===== src/cee_consts.vh =====
// Constants for the exception entry unit
`ifndef CEE_CONSTS_VH
`define CEE_CONSTS_VH
`define CEE_VEC_RESET 32'h00000000
`define CEE_VEC_UNDEF 32'h00000004
`define CEE_VEC_PABORT 32'h0000000c
`define CEE_VEC_DABORT 32'h00000010
`define CEE_SIG_ADDR 32'h00000014
`define CEE_VEC_IRQ 32'h00000018
`define CEE_VEC_FIQ 32'h0000001c
`define CEE_SIG_MAGIC 32'h27011970
`define CEE_MODE_USER 3'h0
`define CEE_MODE_FIQ 3'h1
`define CEE_MODE_IRQ 3'h2
`define CEE_MODE_ABT 3'h3
`define CEE_MODE_UND 3'h4
`define CEE_MODE_SVC 3'h5
`define CEE_ENTRY_CYCLES 3'h3
`define CEE_LAT_MAX 6'h32
`define CEE_LAT_NOLDM 6'h2a
`define CEE_LAT_COMPRESSED 6'h16
`define CEE_LAT_MIN 6'h05
`define CEE_BANK_LO 4'h8
`define CEE_BANK_SP 4'hd
`define CEE_BANK_LR 4'he
`define CEE_BANK_ROW 3'h1
`endif


===== src/cee_bank_mem.v =====
// Banked register storage with registered read data
`timescale 1ns/100ps
module cee_bank_mem #(
	parameter AW = 6,
	parameter DW = 32
) (
	// Clock
	input wire clk_sys,
	// Write port
	input wire wr_en,
	input wire [AW-1:0] wr_addr,
	input wire [DW-1:0] wr_data,
	// Read port
	input wire [AW-1:0] rd_addr,
	output reg [DW-1:0] rd_data
);
	reg [DW-1:0] mem [0:(1<<AW)-1];
	always @(posedge clk_sys) begin
		if (wr_en) begin
			mem[wr_addr] <= wr_data;
		end
		rd_data <= mem[rd_addr];
	end
endmodule // cee_bank_mem


===== src/cee_exception_entry.v =====
// Exception prioritiser, vectoring, boot check and register banking
`timescale 1ns/100ps
`include "cee_consts.vh"
module cee_exception_entry (
	// Clock and reset
	input wire clk_sys,
	input wire reset,
	// Exception sources
	input wire fast_interrupt_request,
	input wire normal_interrupt_request,
	input wire data_abort,
	input wire prefetch_abort,
	input wire software_trap,
	input wire undefined_instr,
	input wire fast_mask,
	input wire normal_mask,
	// Pipeline status
	input wire instr_boundary,
	input wire [31:0] return_addr,
	input wire compressed_state,
	input wire load_multiple_instruction,
	// Boot signature check
	input wire boot_check_valid,
	input wire [31:0] boot_sig_word,
	input wire [31:0] page0_checksum,
	// Debug and power
	input wire debug_match,
	input wire debug_resume,
	input wire power_down,
	input wire [4:0] wake_event,
	// Register datapath
	input wire [3:0] reg_rd_addr,
	input wire reg_wr_en,
	input wire [3:0] reg_wr_addr,
	input wire [31:0] reg_wr_data,
	output wire [31:0] reg_rd_data,
	// Fetch control
	output reg exc_take,
	output reg [31:0] exc_vector,
	output reg [2:0] cpu_mode,
	output reg force_32bit_state,
	output reg boot_run_user,
	output reg boot_download,
	output reg debug_halted,
	output reg core_asleep,
	output reg [5:0] latency_bound,
	output reg [31:0] link_reg
);
	////////////////////////////////////////////////////////////////////////////////
	localparam ST_BOOT = 2'h0;
	localparam ST_RUN = 2'h1;
	localparam ST_ENTRY = 2'h2;
	localparam ST_DOWNLOAD = 2'h3;
	localparam BANK_AW = 6;
	localparam DATA_W = 32;

	reg [1:0] state;
	reg [1:0] next_state;
	reg fiq_s1, fiq_s2, irq_s1, irq_s2;
	reg [2:0] entry_cnt;
	reg [2:0] next_mode;
	reg [31:0] next_vector;
	reg pend;
	wire take_now;
	wire leave_now;

	assign take_now = (state == ST_RUN) && (next_state == ST_ENTRY);
	assign leave_now = (state == ST_ENTRY) && (next_state == ST_RUN);

	// Two flops per request; the first is read only by the second
	always @(posedge clk_sys or posedge reset) begin
		if (reset) begin
			fiq_s1 <= 1'b0;
			fiq_s2 <= 1'b0;
			irq_s1 <= 1'b0;
			irq_s2 <= 1'b0;
		end else begin
			fiq_s1 <= fast_interrupt_request;
			fiq_s2 <= fiq_s1;
			irq_s1 <= normal_interrupt_request;
			irq_s2 <= irq_s1;
		end
	end

	////////////////////////////////////////////////////////////////////////////////
	// Fixed priority; trap and undefined never coincide so share one slot
	always @* begin
		pend = 1'b1;
		next_mode = cpu_mode;
		next_vector = exc_vector;
		if (data_abort) begin
			next_mode = `CEE_MODE_ABT;
			next_vector = `CEE_VEC_DABORT;
		end else if (fiq_s2 && !fast_mask) begin
			next_mode = `CEE_MODE_FIQ;
			next_vector = `CEE_VEC_FIQ;
		end else if (irq_s2 && !normal_mask) begin
			next_mode = `CEE_MODE_IRQ;
			next_vector = `CEE_VEC_IRQ;
		end else if (prefetch_abort) begin
			next_mode = `CEE_MODE_ABT;
			next_vector = `CEE_VEC_PABORT;
		end else if (software_trap) begin
			next_mode = `CEE_MODE_SVC;
			next_vector = `CEE_VEC_UNDEF;
		end else if (undefined_instr) begin
			next_mode = `CEE_MODE_UND;
			next_vector = `CEE_VEC_UNDEF;
		end else begin
			pend = 1'b0;
		end
	end

	// Either the fixed signature or the page checksum unlocks user code
	function sig_ok;
		input [31:0] word;
		input [31:0] sum;
		begin
			sig_ok = (word == `CEE_SIG_MAGIC) || (word == sum);
		end
	endfunction

	always @* begin
		next_state = state;
		case (state)
			ST_BOOT: begin
				if (boot_check_valid) begin
					if (sig_ok(boot_sig_word, page0_checksum)) begin
						next_state = ST_RUN;
					end else begin
						next_state = ST_DOWNLOAD;
					end
				end
			end
			ST_RUN: begin
				if (pend && instr_boundary && !debug_halted && !core_asleep) begin
					next_state = ST_ENTRY;
				end
			end
			ST_ENTRY: begin
				if (entry_cnt == `CEE_ENTRY_CYCLES) begin
					next_state = ST_RUN;
				end
			end
			ST_DOWNLOAD: next_state = ST_DOWNLOAD;
			default: next_state = ST_BOOT;
		endcase
	end

	////////////////////////////////////////////////////////////////////////////////
	// Sequencer state and entry step counter
	always @(posedge clk_sys or posedge reset) begin
		if (reset) begin
			state <= ST_BOOT;
			entry_cnt <= 3'h0;
		end else begin
			state <= next_state;
			if (state == ST_ENTRY) begin
				entry_cnt <= entry_cnt + 3'h1;
			end else begin
				entry_cnt <= 3'h0;
			end
		end
	end

	////////////////////////////////////////////////////////////////////////////////
	// Reset itself is top priority: vector zero in supervisor mode
	// Fixed entry time keeps minimum at sync plus entry
	always @(posedge clk_sys or posedge reset) begin
		if (reset) begin
			exc_take <= 1'b0;
			exc_vector <= `CEE_VEC_RESET;
			cpu_mode <= `CEE_MODE_SVC;
			force_32bit_state <= 1'b1;
			link_reg <= 32'h00000000;
		end else begin
			exc_take <= 1'b0;
			if (take_now) begin
				exc_take <= 1'b1;
				exc_vector <= next_vector;
				cpu_mode <= next_mode;
				link_reg <= return_addr;
				force_32bit_state <= 1'b1;
			end else if (leave_now) begin
				force_32bit_state <= 1'b0;
			end
		end
	end

	// Boot outcome is registered from next_state, so it changes on the same edge as the sequencer state
	always @(posedge clk_sys or posedge reset) begin
		if (reset) begin
			boot_run_user <= 1'b0;
			boot_download <= 1'b0;
		end else begin
			boot_run_user <= (next_state == ST_RUN || next_state == ST_ENTRY);
			boot_download <= (next_state == ST_DOWNLOAD);
		end
	end

	////////////////////////////////////////////////////////////////////////////////
	// Match wins over resume so a fresh breakpoint is never lost
	always @(posedge clk_sys or posedge reset) begin
		if (reset) begin
			debug_halted <= 1'b0;
		end else if (debug_match) begin
			debug_halted <= 1'b1;
		end else if (debug_resume) begin
			debug_halted <= 1'b0;
		end
	end

	// Wake wins over power down so no wake event is slept through
	always @(posedge clk_sys or posedge reset) begin
		if (reset) begin
			core_asleep <= 1'b0;
		end else if (|wake_event) begin
			core_asleep <= 1'b0;
		end else if (power_down) begin
			core_asleep <= 1'b1;
		end
	end

	////////////////////////////////////////////////////////////////////////////////
	// Advertised worst case depends on code style
	// Sync, longest load, abort entry and fast entry all fold into one figure
	always @(posedge clk_sys or posedge reset) begin
		if (reset) begin
			latency_bound <= `CEE_LAT_MAX;
		end else if (compressed_state) begin
			latency_bound <= `CEE_LAT_COMPRESSED;
		end else if (load_multiple_instruction) begin
			latency_bound <= `CEE_LAT_MAX;
		end else begin
			latency_bound <= `CEE_LAT_NOLDM;
		end
	end

	////////////////////////////////////////////////////////////////////////////////
	// Bank select: fast mode banks 8..12, every mode except user banks 13 and 14
	// Banked rows sit above the sixteen user registers so they never alias
	function [5:0] bank_addr;
		input [3:0] r;
		input [2:0] m;
		begin
			if ((r == `CEE_BANK_SP || r == `CEE_BANK_LR) && m != `CEE_MODE_USER) begin
				bank_addr = {m + `CEE_BANK_ROW, r[2:0]};
			end else if (r >= `CEE_BANK_LO && r < `CEE_BANK_SP && m == `CEE_MODE_FIQ) begin
				bank_addr = {m + `CEE_BANK_ROW, r[2:0]};
			end else begin
				bank_addr = {2'h0, r};
			end
		end
	endfunction

	cee_bank_mem #(.AW(BANK_AW), .DW(DATA_W)) u_bank (
		.clk_sys(clk_sys),
		.wr_en(reg_wr_en),
		.wr_addr(bank_addr(reg_wr_addr, cpu_mode)),
		.wr_data(reg_wr_data),
		.rd_addr(bank_addr(reg_rd_addr, cpu_mode)),
		.rd_data(reg_rd_data)
	);
endmodule // cee_exception_entry


===== config.mk =====
export PLATFORM = sky130hd
export DESIGN_NAME = cee_exception_entry
export DESIGN_NICKNAME = d
export VERILOG_FILES = /design/src/cee_bank_mem.v /design/src/cee_exception_entry.v
export VERILOG_INCLUDE_DIRS = /design/src
export SDC_FILE = /design/constraint.sdc
export NUM_CORES = 2
export LEC_CHECK = 0
export BUFFER_PORTS_ARGS = -buffer_cell sky130_fd_sc_hd__buf_2
export CAP_MARGIN = 20
export CORE_ASPECT_RATIO = 0.6
export CORE_MARGIN = 3
export CORE_UTILIZATION = 40
export CTS_BUF_LIST = sky130_fd_sc_hd__clkbuf_2
export CTS_CLUSTER_SIZE = 40
export DETAILED_ROUTE_END_ITERATION = 8
export PLACE_DENSITY_LB_ADDON = 0.05
export SLEW_MARGIN = 10
export SYNTH_ARGS = -nofsm -noshare
export SYNTH_HDL_FRONTEND = slang
export SYNTH_SLANG_ARGS = --single-unit

===== constraint.sdc =====
create_clock -name clk_sys -period 9 [get_ports clk_sys]
set_input_delay 0.45 -clock clk_sys [delete_from_list [all_inputs] [get_ports clk_sys]]
set_output_delay 0.45 -clock clk_sys [all_outputs]
set_load 0.02 [all_outputs]

==> flow_summary.toml <==
[drt]
viasPerCell = 5.33
dr.first_iter.drc_count = 4125
wl_mm = 241
routedWlPerCell_um = 30.3
firstDrtPassIters = 6
drc = 0
ant_nets = 0
vias = 42300

[sta]
hold_slack_ns = 0.293
finalCritPeriodShare_pct = 60.3
period_minus_slack_ns = 5.43
slew_violations = 0
max_freq_mhz = 184
worstMarginPinSlew_ns = 1.18
final_hold_viol_count = 0
relSlewSlack_pct = 21.4
finClkSkew_ns = 0.147
setup-violations-final = 0
final.setup.tns_ns = 0
rsz0062_at_grt = "false"
fin_ws_ns = 3.57

[synth]
synth-async-reset-ratio_pct = 2.67
syn-cell-area_mm2 = 0.0822
ys_warn_count = 0
syn-instance-count = 3698
netlist.area_leader.share_pct = 74.8
yosysTopAreaCell = "edfxtp_1"
synth_most_common_cell = "edfxtp_1"
synth_common_cells = "edfxtp_1 (2048), mux4_2 (544), nand2_1 (237)"
syn_avg_cell_area_um2 = 22.2
ys_seq_area_share_pct = 77.3
synth_edf_count = 2048
synthTopCellsByArea = "edfxtp_1 (75%), mux4_2 (15%), mux2i_1 (2.3%), dfrtp_1 (1.6%), nand2_1 (1.1%)"
ys_seq_elements = 2137
synth.distinct_cells = 52
ys.flop_type = "edfxtp_1"

[power_and_ir_drop]
p_clk_share_pct = 31.2
p_leak_nw = 32.5
p_seq_share_pct = 57.5
internal_power_mw = 14.4
p_total_mw = 19.8
pwr_density_cell_mw_per_mm2 = 207
p_sw_share_pct = 27.3
p_sw_mw = 5.41
pwr-share-comb_pct = 11.3
vdd_ir_drop_max_mv = 0.109

[floorplanning]
core_mm2 = 0.204
io_pins = 270
die_w_um = 591
row_count = 128
fp.dieH_um = 357
start_util_pct = 40.4
die-area_mm2 = 0.211

[clock_network]
clk_path_buf_depth = 4
insertion_delay_ns = 1.71
clockRootBuffer = "clkbuf_2"
clock_sinks = 2137
clk_pin_slew_ns = 0.12
cts_tree = "done"
cts_resized = 0
cts_htree_levels = 5
cts_made_buffers = 486

[layout]
syn2layout_area_growth_pct = 16.1
largest_register_ffs = 2048
fin_area_mm2 = 0.0955
final_nets = 5003
drive_gt1_share_pct = 33.7
instances_no_fill = 7949
final_util_pct = 46.9

[placed_design]
hpwl_mm = 127
post-place-ws_ns = 4.38
dp.cells = 6780
gp_congestion = 0.769
post_dp_cell_area_mm2 = 0.0879
port_buffers = 238

[grt]
grt_pass1_wl_mm = 337
grt_use_met1_pct = 34.8
gr-usage-met2_pct = 32.7
antenna_found_initial = 11
grt_start_max_net_pins = 127
grt_usage_pct = 22.9
grt_pass1_vias = 43400
use_met3_pct = 5.98
busiest_layer = "met1"
grt.overflow.total = 0

[worst_setup_path]
crit_fanout = 35
worstSetupEndpointType = "flip-flop"
arrival_ns = 7.02
startpoint_type = "input pin"
cp.required_ns = 10.59
critPathKind = "in2reg"

[hold_path]
worstHoldPathType = "in2reg"

[flow_run]
maxCapViolations = 0

[status]
outcome = "finished, final reports clean"
final timing paths:
check,from,to,slack (ns),cells past startpoint
min in group asynchronous,reset,link_reg[14]$_DFFE_PP0P_,0.61,6
max in group asynchronous,reset,boot_run_user$_DFF_PP0_,7.78,6
worst min-delay path,reg_rd_addr[0],u_bank.rd_data[21]$_DFF_P_,0.29,5
worst max-delay path,boot_sig_word[21],cpu_mode[0]$_DFFE_PP1P_,3.57,21
worst min register to register,irq_s1$_DFF_PP0_,irq_s2$_DFF_PP0_,0.37,0
worst max register to register,fiq_s2$_DFF_PP0_,cpu_mode[0]$_DFFE_PP1P_,3.65,18
power groups by stage:
stage / clock network (mW) / logic [mW] / registers (mW)
2_1_floorplan: 0 / 0.985 / 11.7
3_3_place_gp: 0 / 1.96 / 11.6
5_1_grt: 6.98 / 2.41 / 11.4
3_5_place_dp: 0 / 1.98 / 11.6
6_report: 6.17 / 2.24 / 11.4
4_1_cts: 6.45 / 2.24 / 11.4
repair_timing:
item                                   in CTS  in global routing
buffers inserted                            0                  0
hold buffers                              288                  4
endpoints found under the hold margin    2799                226
layout make-up:
class | count | area [um^2]
fillers | 17400 | 108000
clock inverters | 140 | 714
well taps | 2730 | 3420
diodes | 4 | 10.0
flip-flops and latches | 2137 | 63600
repair buffers | 641 | 5330
inverters | 12 | 45.0
clock buffers | 727 | 3640
multi-input cells | 1558 | 18700
metal layers:
layer | share of wire [%] | vias up | routed length [um]
li1 | - | 17700 | -
met1 | 47 | 22700 | 112000
met2 | 44 | 1639 | 105000
met3 | 7.7 | 330 | 18500
met4 | 2.2 | 4 | 5260
met5 | 0.011 | - | 27
cells in the final DEF, fill, tap and decap left out, drive strengths merged, types with 46 or more instances in the layout:
cell / n
mux2i: 192
clkinv: 127
dfrtp: 52
buf: 362
a21oi: 68
clkbuf: 727
edfxtp: 2048
nor4: 46
nor2: 108
mux4: 544
dlygate4sd3: 279
conb: 223
nand2: 238
critical path, cell delays in order:
cell           delay, ns
dlygate4sd3_1       0.54
buf_2               0.14
nor4_1              0.22
dlygate4sd3_1       0.58
nand4_1             0.07
dlygate4sd3_1       0.57
o21ai_0             0.16
dlygate4sd3_1       0.56
nor4_1              0.06
a211o_1             0.24
dlygate4sd3_1       0.60
ha_1                0.23
nand3b_1            0.09
buf_4               0.35
clkinv_1            0.12
buf_4               0.26
nand2b_1            0.36
nor4_1              0.11
dlygate4sd3_1       0.57
a21oi_1             0.14
dlygate4sd3_1       0.57
cells by family after synthesis:
logic type      Yosys count  share of synthesized area (%)
mux                     736                           17.2
flops                  2137                           77.3
buf+inv                 224                           1.45
other cells               2                        0.00914
fa+ha+maj                 8                          0.122
xor+xnor                 34                          0.362
compound gates          121                          0.945
simple gates            436                           2.53
No activity file was read; power rests on OpenSTA's default activity.
